### src/spc_consts.svh
// shared pin control constants: register offsets, field positions, reset values
`ifndef SPC_CONSTS_SVH
`define SPC_CONSTS_SVH
`define SPC_NPINS 55
`define SPC_ADDR_W 4
`define SPC_OFF_DIR 4'h0
`define SPC_OFF_LATCH 4'h1
`define SPC_OFF_PULLEN 4'h2
`define SPC_OFF_DATA 4'h3
`define SPC_OFF_KBI_EDGE 4'h4
`define SPC_OFF_IRQ_CTRL 4'h5
`define SPC_OFF_PERIPH_OE 4'h6
`define SPC_OFF_PAD_OE 4'h7
`define SPC_OFF_PULL_ON 4'h8
`define SPC_OFF_PULL_DN 4'h9
`define SPC_IRQ_PE_BIT 0
`define SPC_IRQ_RISE_BIT 1
`define SPC_KBI_UP_LSB 4
`define SPC_KBI_UP_MSB 7
`define SPC_RST_VEC 55'h0
`endif

### src/spc_pkg.sv
// shared pin control types
package spc_pkg;
  typedef logic [54:0] spc_pins_t;
  typedef enum logic [1:0]
  {
    SPC_IDLE = 2'b00,
    SPC_ACK = 2'b01
  } spc_bus_e;
endpackage : spc_pkg

### src/spc_pad_logic.sv
// per-pin pad steering: output enable owner, read mux, pull enable and pull polarity
`timescale 1ns/1ps
`include "spc_consts.svh"
module spc_pad_logic
  import spc_pkg::*;
(
  input wire spc_pins_t dir,
  input wire spc_pins_t latch,
  input wire spc_pins_t pull_en,
  input wire spc_pins_t periph_act,
  input wire spc_pins_t periph_oe,
  input wire spc_pins_t periph_out,
  input wire spc_pins_t pad_in,
  input wire logic [3:0] kbi_upper_rise,
  input wire logic [3:0] kbi_upper_act,
  output spc_pins_t pad_out,
  output spc_pins_t pad_oe_n,
  output spc_pins_t pull_on,
  output spc_pins_t pull_down,
  output spc_pins_t read_val
);
  spc_pins_t drive;
  always_comb
  begin
    drive = (periph_act & periph_oe) | (~periph_act & dir);
    pad_oe_n = ~drive;
    pad_out = (periph_act & periph_out) | (~periph_act & latch);
    read_val = (dir & latch) | (~dir & pad_in);
    pull_on = pull_en & ~drive;
    pull_down = '0;
    pull_down[`SPC_KBI_UP_MSB:`SPC_KBI_UP_LSB] = kbi_upper_act & kbi_upper_rise;
  end
endmodule : spc_pad_logic

### src/spc_pin_ctrl.sv
// shared pin control top: wishbone register file, pad steering and external irq pin pulls
//
// The Wishbone slave port and the address map were decided locally.
`timescale 1ns/1ps
`include "spc_consts.svh"
// How it works
// - after reset every pin not driven by an active peripheral is an input, and all pull devices are off.
// - the direction bit picks pin level or output latch for latch reads even under a peripheral.
// - an active peripheral, not the direction bit, owns the pin's output enable.
// - the pull-enable bit turns on the pull device whenever the pin is an input.
// - upper keyboard pins set for rising or high level get a pulldown instead of a pullup.
// - the irq pin set for rising edges gets a pulldown instead of a pullup.
// - the irq pin function stays off until its pin-enable bit is one.
// - with the irq function enabled its pull is forced on, as a pullup for falling edges.
module spc_pin_ctrl
  import spc_pkg::*;
(
  input wire logic clk,
  input wire logic rst_n,
  input wire logic wb_cyc_i,
  input wire logic wb_stb_i,
  input wire logic wb_we_i,
  input wire logic [5:2] wb_adr_i,
  input wire logic [3:0] wb_sel_i,
  input wire logic [31:0] wb_dat_i,
  output logic [31:0] wb_dat_o,
  output logic wb_ack_o,
  input wire spc_pins_t periph_act,
  input wire spc_pins_t periph_oe,
  input wire spc_pins_t periph_out,
  input wire logic [3:0] kbi_upper_act,
  input wire spc_pins_t pad_in,
  output spc_pins_t pad_out,
  output spc_pins_t pad_oe_n,
  output spc_pins_t pull_on,
  output spc_pins_t pull_down,
  input wire logic irq_pad_in,
  output logic irq_pull_on,
  output logic irq_pull_down,
  output logic irq_active,
  output logic irq_level
);
  spc_pins_t dir_r;
  spc_pins_t latch_r;
  spc_pins_t pull_en_r;
  logic [3:0] kbi_rise_r;
  logic irq_pe_r;
  logic irq_rise_r;
  logic irq_pull_en_r;
  logic ack_r;
  logic [31:0] rdata_r;
  logic [31:0] rdata_nxt;
  spc_pins_t read_val;
  spc_pins_t oe_n_w;
  spc_pins_t pull_on_w;
  spc_pins_t pull_dn_w;
  logic req;
  logic [3:0] adr;
  logic wr_fire;
  logic wr_dir;
  logic wr_latch;
  logic wr_pull;
  logic wr_mode;

  // 55-bit registers span two words: index n uses offset*2 for low, +1 word above
  function automatic spc_pins_t wr_pins(input spc_pins_t cur, input logic hi,
                                        input logic [31:0] d, input logic [3:0] sel);
    spc_pins_t v;
    v = cur;
    // a byte lane whose sel bit is low leaves those pins unchanged
    for (int i = 0; i < 32; i++)
    begin
      if (!hi && sel[i/8])
        v[i] = d[i];
    end
    // the upper word holds only pins 54:32
    for (int i = 0; i < 23; i++)
    begin
      if (hi && sel[i/8])
        v[32+i] = d[i];
    end
    return v;
  endfunction : wr_pins

  function automatic logic [31:0] rd_pins(input spc_pins_t v, input logic hi);
    rd_pins = hi ? {9'h000, v[54:32]} : v[31:0];
  endfunction : rd_pins

  assign req = wb_cyc_i & wb_stb_i & ~ack_r;
  // bit 2 of the word address selects low or high half of the pin vectors
  assign adr = {1'b0, wb_adr_i[5:3]};

  // writes land on the edge where the master sees ack, the same edge at which it
  // releases the request, so address and data are still valid there
  assign wr_fire = wb_cyc_i & wb_stb_i & wb_we_i & ack_r;
  assign wr_dir = wr_fire && (adr == `SPC_OFF_DIR);
  assign wr_latch = wr_fire && (adr == `SPC_OFF_LATCH);
  assign wr_pull = wr_fire && (adr == `SPC_OFF_PULLEN);
  assign wr_mode = wr_fire && (adr == `SPC_OFF_KBI_EDGE) && !wb_adr_i[2] && wb_sel_i[0];

  spc_pad_logic u_pad
  (
    .dir(dir_r),
    .latch(latch_r),
    .pull_en(pull_en_r),
    .periph_act(periph_act),
    .periph_oe(periph_oe),
    .periph_out(periph_out),
    .pad_in(pad_in),
    .kbi_upper_rise(kbi_rise_r),
    .kbi_upper_act(kbi_upper_act),
    .pad_out(pad_out),
    .pad_oe_n(oe_n_w),
    .pull_on(pull_on_w),
    .pull_down(pull_dn_w),
    .read_val(read_val)
  );

  assign pad_oe_n = oe_n_w;
  assign pull_on = pull_on_w;
  // a pulldown request means nothing while the pull is off, so it is masked here
  assign pull_down = pull_dn_w & pull_on_w;

  // pin registers reset to inputs with every pull off
  always_ff @(posedge clk or negedge rst_n)
  begin
    if (!rst_n)
      dir_r <= `SPC_RST_VEC;
    else if (wr_dir)
      dir_r <= wr_pins(dir_r, wb_adr_i[2], wb_dat_i, wb_sel_i);
  end

  // the latch keeps its value under a peripheral, so the port level returns when it lets go
  always_ff @(posedge clk or negedge rst_n)
  begin
    if (!rst_n)
      latch_r <= `SPC_RST_VEC;
    else if (wr_latch)
      latch_r <= wr_pins(latch_r, wb_adr_i[2], wb_dat_i, wb_sel_i);
  end

  always_ff @(posedge clk or negedge rst_n)
  begin
    if (!rst_n)
      pull_en_r <= `SPC_RST_VEC;
    else if (wr_pull)
      pull_en_r <= wr_pins(pull_en_r, wb_adr_i[2], wb_dat_i, wb_sel_i);
  end

  // mode word at index 4 (address 0x20): kbi rising bits and irq control
  always_ff @(posedge clk or negedge rst_n)
  begin
    if (!rst_n)
      kbi_rise_r <= 4'h0;
    else if (wr_mode)
      kbi_rise_r <= wb_dat_i[`SPC_KBI_UP_MSB:`SPC_KBI_UP_LSB];
  end

  // irq control: the pull follows the enable alone, the spare bit never reaches the pad
  always_ff @(posedge clk or negedge rst_n)
  begin
    if (!rst_n)
    begin
      irq_pe_r <= 1'b0;
      irq_rise_r <= 1'b0;
      irq_pull_en_r <= 1'b0;
    end
    else if (wr_mode)
    begin
      irq_pe_r <= wb_dat_i[`SPC_IRQ_PE_BIT];
      irq_rise_r <= wb_dat_i[`SPC_IRQ_RISE_BIT];
      // spare cell kept only so software reads back what it wrote
      irq_pull_en_r <= wb_dat_i[2];
    end
  end

  // irq pad has no output driver, so its pull only depends on the function state
  always_comb
  begin
    irq_active = irq_pe_r;
    irq_pull_on = irq_pe_r;
    irq_pull_down = irq_pe_r & irq_rise_r;
    // the pin in its asserted sense, held low while the function is off
    irq_level = irq_pe_r & (irq_pad_in ^ ~irq_rise_r);
  end

  always_comb
  begin
    rdata_nxt = 32'h0;
    case (adr)
      `SPC_OFF_DIR: rdata_nxt = rd_pins(dir_r, wb_adr_i[2]);
      `SPC_OFF_LATCH: rdata_nxt = rd_pins(read_val, wb_adr_i[2]);
      `SPC_OFF_PULLEN: rdata_nxt = rd_pins(pull_en_r, wb_adr_i[2]);
      `SPC_OFF_DATA: rdata_nxt = rd_pins(pad_in, wb_adr_i[2]);
      // mode word reads back bits 7:4 and 2:0 as written; bit 3 and bits 31:8 read zero; its upper word reads zero
      `SPC_OFF_KBI_EDGE: rdata_nxt = wb_adr_i[2] ? 32'h0 :
        {24'h0, kbi_rise_r, 1'b0, irq_pull_en_r, irq_rise_r, irq_pe_r};
      `SPC_OFF_PERIPH_OE: rdata_nxt = rd_pins(~oe_n_w, wb_adr_i[2]);
      default: rdata_nxt = 32'h0;
    endcase
  end

  // ack is a one-cycle pulse; req masks the ack cycle so one request is never taken twice
  always_ff @(posedge clk or negedge rst_n)
  begin
    if (!rst_n)
      ack_r <= 1'b0;
    else
      ack_r <= req;
  end

  // read data is captured with the request and stands until the next one
  always_ff @(posedge clk or negedge rst_n)
  begin
    if (!rst_n)
      rdata_r <= 32'h0;
    else if (req)
      rdata_r <= rdata_nxt;
  end

  assign wb_ack_o = ack_r;
  assign wb_dat_o = rdata_r;
endmodule : spc_pin_ctrl

### config.mk
export PLATFORM = sky130hd
export DESIGN_NAME = spc_pin_ctrl
export DESIGN_NICKNAME = d
export VERILOG_FILES = /design/src/spc_pkg.sv /design/src/spc_pad_logic.sv /design/src/spc_pin_ctrl.sv
export VERILOG_INCLUDE_DIRS = /design/src
export SDC_FILE = /design/constraint.sdc
export NUM_CORES = 1
export LEC_CHECK = 0
export ABC_AREA = 1
export BUFFER_PORTS_ARGS = -buffer_cell sky130_fd_sc_hd__buf_2
export CAP_MARGIN = 25
export CORE_AREA = 2 2 206 208
export DETAILED_ROUTE_END_ITERATION = 12
export DIE_AREA = 0 0 208 210
export SLEW_MARGIN = 40
export SYNTH_ARGS = -nofsm -noshare
export SYNTH_HDL_FRONTEND = slang
export SYNTH_SLANG_ARGS = --single-unit
### constraint.sdc
create_clock -name clk -period 2.5 [get_ports clk]
set_input_delay 0.375 -clock clk [delete_from_list [all_inputs] [get_ports clk]]
set_output_delay 0.375 -clock clk [all_outputs]
set_load 0.05 [all_outputs]
# Word level (Yosys, flattened, before mapping)
# Index checks and enable logic that the tools add are counted.
dict set report classes {
  bitwise_logic 25
  n_reduce_logical 36
  n_mux 7
  n_eq_ne 5
}
# operator n
set ops {}
lappend ops {{AND 55 bit} 7}
lappend ops {{inverter 55 bit} 4}
lappend ops {{one-hot mux 32 bit (6 select lines)} 1}
lappend ops {{bitwise OR 55 bit} 3}
lappend ops {{2-to-1 mux 32 bit} 5}
lappend ops {{AND 8 x 55 -> 55 bit} 1}
lappend ops {{AND reduction 2 bit} 21}
lappend ops {{logical AND 1 bit} 13}
lappend ops {{2-to-1 mux 8 bit} 1}
lappend ops {{AND 1 bit} 6}
lappend ops {{== test 3 x 2 -> 1 bit, second input constant} 2}
lappend ops {{== test 3 bit, second input constant} 2}
lappend ops {{AND 4 bit} 1}
lappend ops {{zero test 4 bit} 1}
lappend ops {{== test 3 x 1 -> 1 bit, second input constant} 1}
lappend ops {{inverter 1 bit} 2}
lappend ops {{zero test 1 bit} 1}
lappend ops {{XOR 1 bit} 1}
dict set report word_totals {
  reg_bits 205
  inputBits 270
  out_inout_bits 257
}

# Longest topological paths before layout
dict set report depth {
  ltp_word 7
  mapped_depth 11
  ltp_nobuf 9
}

# Cells and area by module
# A second synthesis with hierarchy kept.
dict set report hier_totals {
  hier_cells 2281
  hier_area_um2 14053.5
}
# mod cells_each area_each_um2 instances seq_area_each_um2
set modules_own_cells {}
lappend modules_own_cells {spc_pin_ctrl 1561 10608.9 1 5129.9}
lappend modules_own_cells {spc_pad_logic 720 3444.6 1 0.0}

# Least setup slack after synthesis
# No wires, ideal clock.
dict set report synth_timing {
  kind {register -> output}
  start {register dir_r[24]}
  end {output port pull_on[24]}
  t_arrival_ps 2381
  setup_slack_ps -256
  stages_incl_launch_ff 4
  path_cell_list {dfrtp_1 -> o21ai_0 -> inv_1 -> nor2_1}
}
dict set report synth_between {
  elab_chain_len 4
}
# item line_no
set synth_rtl {}
lappend synth_rtl {{start, declared} spc_pin_ctrl.sv:43} ;# spc_pins_t dir_r;
lappend synth_rtl {{start signal, assigned} spc_pin_ctrl.sv:128} ;# dir_r <= `SPC_RST_VEC;
lappend synth_rtl {{start signal, assigned} spc_pin_ctrl.sv:130} ;# dir_r <= wr_pins(dir_r, wb_adr_i[2], wb_dat_i, wb_sel_i);
lappend synth_rtl {{AND 55 bit} spc_pad_logic.sv:25} ;# drive = (periph_act & periph_oe) | (~periph_act & dir);
lappend synth_rtl {{bitwise OR 55 bit} spc_pad_logic.sv:25}
lappend synth_rtl {{inverter 55 bit} -}
lappend synth_rtl {{net pad_oe_n[24]} spc_pin_ctrl.sv:34} ;# output spc_pins_t pad_oe_n,
lappend synth_rtl {{AND 55 bit} spc_pad_logic.sv:29} ;# pull_on = pull_en & ~drive;
lappend synth_rtl {{end, declared} spc_pin_ctrl.sv:35} ;# output spc_pins_t pull_on,
# The timed path passes the listed nets, and every way through them passes these cells.

# Worst setup path in the final report
dict set report layout_timing {
  start {register dir_r[31]}
  end {output port pull_on[31]}
}
dict set report layout_between {
  elab_chain_len 4
}
# item line_no
set layout_rtl {}
lappend layout_rtl {{AND 55 bit} spc_pad_logic.sv:25}
lappend layout_rtl {{bitwise OR 55 bit} spc_pad_logic.sv:25}
lappend layout_rtl {{inverter 55 bit} spc_pad_logic.sv:29}
lappend layout_rtl {{AND 55 bit} spc_pad_logic.sv:29}
# Every way passes these cells.

==> results.ini <==
[logic_synthesis]
netlist_area_sq_um = 13600
synthTopCellsByArea = dfrtp_1 38%, nand2_1 28%, inv_1 7.7%
yosys_warnings = 0
synth_area_per_cell_sq_um = 6.43
ys_ff_latch = 205
postSynthCellCount = 2112
yosysTopAreaCell = dfrtp_1
synth_cell_type_count = 27
synth.top_cell.area_share_pct = 37.8
yosysSeqAreaShare_pct = 37.8

[critical_path]
rrSetupSlack_ns = 0.71
timing_worst_setup_path_type = register to primary output
worstPathRequired_ns = 2.12
timing.rr.end = kbi_rise_r[1]
cp.arrival_ns = 1.70
worstReg2RegStart = wb_ack_o
ff2ff_path_depth = 4
critPathMaxFanout = 4
crit_path_end_kind = primary output
start_kind = register

[floorplan]
dieArea_sq_um = 43700
start_util_pct = 32.7
coreArea_sq_um = 41500
pin_count = 527
rows = 75
die-width_um = 208
fp.dieH_um = 210

[clocking]
postCtsSetupBuffers = 0
worstSkewPairLatency_ns = 0.52
cts_tree = built
root_buffer = clkbuf_16
cts_max_level = 1
path_clk_slew_ns = 0.06
cts_buffer_depth = 3
cts_buffers = 25
clock_sinks = 205

[global_routing]
grt_pass1_vias = 14000
grt_use_met1_pct = 28.6
antenna_found_initial = 5
grt_max_degree = 90
track_usage_pct = 22.0
grt_busiest_layer = met2
overflow = 0
grtUsageMet3_pct = 3.11
gr-usage-met2_pct = 38.8
grt_pass1_wl_um = 76600

[timing]
rsz0062_at_grt = false
maxSlewHeadroom_pct = 45.4
setup_slack_ns = 0.421
clock_skew_ns = 0.0102
final_max_slew_viol_count = 0
final-setup-viol-count = 0
fin_crit_ns = 2.08
hold_viol = 0
whs_ns = 0.141
worst_slew_pin_slew_ns = 0.819
fmax_mhz = 481
finalCritPeriodShare_pct = 83.2
tns_ns = 0

[worst_hold_path]
holdPathStages = 3
holdCritPathClass = input port to register
hold_end = dir_r[28]
min_from = wb_dat_i[28]

[power]
ir_drop_v = 0.000441
total_power_mw = 9.14
p_sw_mw = 3.10
power.share.combinational_pct = 22.5
pwr-share-seq_pct = 38.6
swShare_pct = 33.9
power_density_nw_per_um2 = 532
p_leak_nw = 10.2
power_frac_clock_pct = 38.8
p_int_mw = 6.04

[detailed_routing]
drtPass1Iterations = 9
vias_per_cell = 4.61
vias = 14500
drc_errors = 0
ant_nets = 0
drt_iter0_drc = 787
drt-total-wl_um = 49500
wl_per_cell_um = 15.8

[final_layout]
finalCoreUtilization_pct = 41.4
final_area_sq_um = 17200
fin_nets = 2849
drive_gt1_share_pct = 25.0
area_delta_synth_final_pct = 26.5
finalNonFillerCells = 3136
final_cell_mix = 1011 x nand2_1, 473 x buf_2, 278 x inv_1
layout_commonest_cell = nand2_1
n_fill_cell = 4486

[place]
dpl_cell_area_sq_um = 16300
gp_congestion = 0.882
io_buffers = 475
dp_cells = 3089
dp_slack_ns = 0.218
hpwl_um = 37300

[outcome]
status = finished clean

[flow_run]
drv_cap = 0

==> state kept, by name, summed over array words and instances (netlist names) <==
signal	cells
wb_ack_o	1
pull_en_r	55
irq_active	1
wb_dat_o	32
latch_r	55
kbi_rise_r	4
dir_r	55
irq_pull_en_r	1
irq_rise_r	1
==> power by group through the flow <==
stage / clock network, mW / logic [mW] / registers [mW]
detailed placement: 0 / 2.06 / 3.59
CTS: 3.63 / 2.07 / 3.53
floorplan: 0 / 1.26 / 3.74
finish: 3.55 / 2.06 / 3.53
global route: 3.77 / 2.24 / 3.54
global placement: 0 / 2.05 / 3.58
==> cell type report <==
| type | count | area [sq um] | share of cell area [%] |
|---|---|---|---|
| Multi-Input combinational cell | 1557 | 6810 | 39.7 |
| Sequential cell | 205 | 5130 | 29.9 |
| Timing Repair Buffer | 505 | 2700 | 15.7 |
| Inverter | 285 | 1080 | 6.27 |
| Tap cell | 539 | 674 | 3.93 |
| Clock buffer | 34 | 669 | 3.90 |
| Clock inverter | 10 | 116 | 0.678 |
| Antenna cell | 1 | 2.50 | 0.0146 |
==> synthesized netlist by cell type (all sizes together) <==
cell type  count
inv          285
nand3         81
nand4          6
o21ai        264
nand2       1033
buf          100
conb           1
dfrtp        205
clkbuf        15
nor2         114
o211ai         1
a211oi         1
a21oi          5
nor3           1
==> worst max-delay path, cell delays in order (launching register included) <==
cell	delay [ns]
dfrtp_1	0.42
o21ai_1	0.25
inv_1	0.07
nor2_1	0.14
buf_2	0.30
==> logic make-up after synthesis <==
family,share of synthesized area (%)
buf+inv,13.6
other cells,0.0276
compound gates,11.9
simple gates,36.6
flops,37.8
==> how the worst max path moves through the flow <==
stage / depth (start not counted) / from / endpoint / slack, ns
after floorplan: 3 / dir_r[24] / pull_on[24] / 0.18
after global placement: 9 / wb_adr_i[2] / wb_dat_o[8] / 0.20
after detailed placement: 9 / wb_adr_i[2] / wb_dat_o[8] / 0.22
after CTS: 4 / dir_r[31] / pull_on[31] / 0.38
after global routing: 4 / dir_r[31] / pull_on[31] / 0.34
final: 4 / dir_r[31] / pull_on[31] / 0.42
==> repair_timing <==
item | 4_1_cts | 5_1_grt
resized for setup | 0 | 0
hold endpoints to repair | 81 | 0
hold buffers | 1 | 0
==> layer usage <==
layer  routed length [um]  vias to the layer above
li1                     -                     7284
met1                21300                     6588
met2                24100                      506
met3                 2790                       75
met4                 1170                        8
met5                   54                        -
Note: power is estimated with default switching activity, not from simulation.
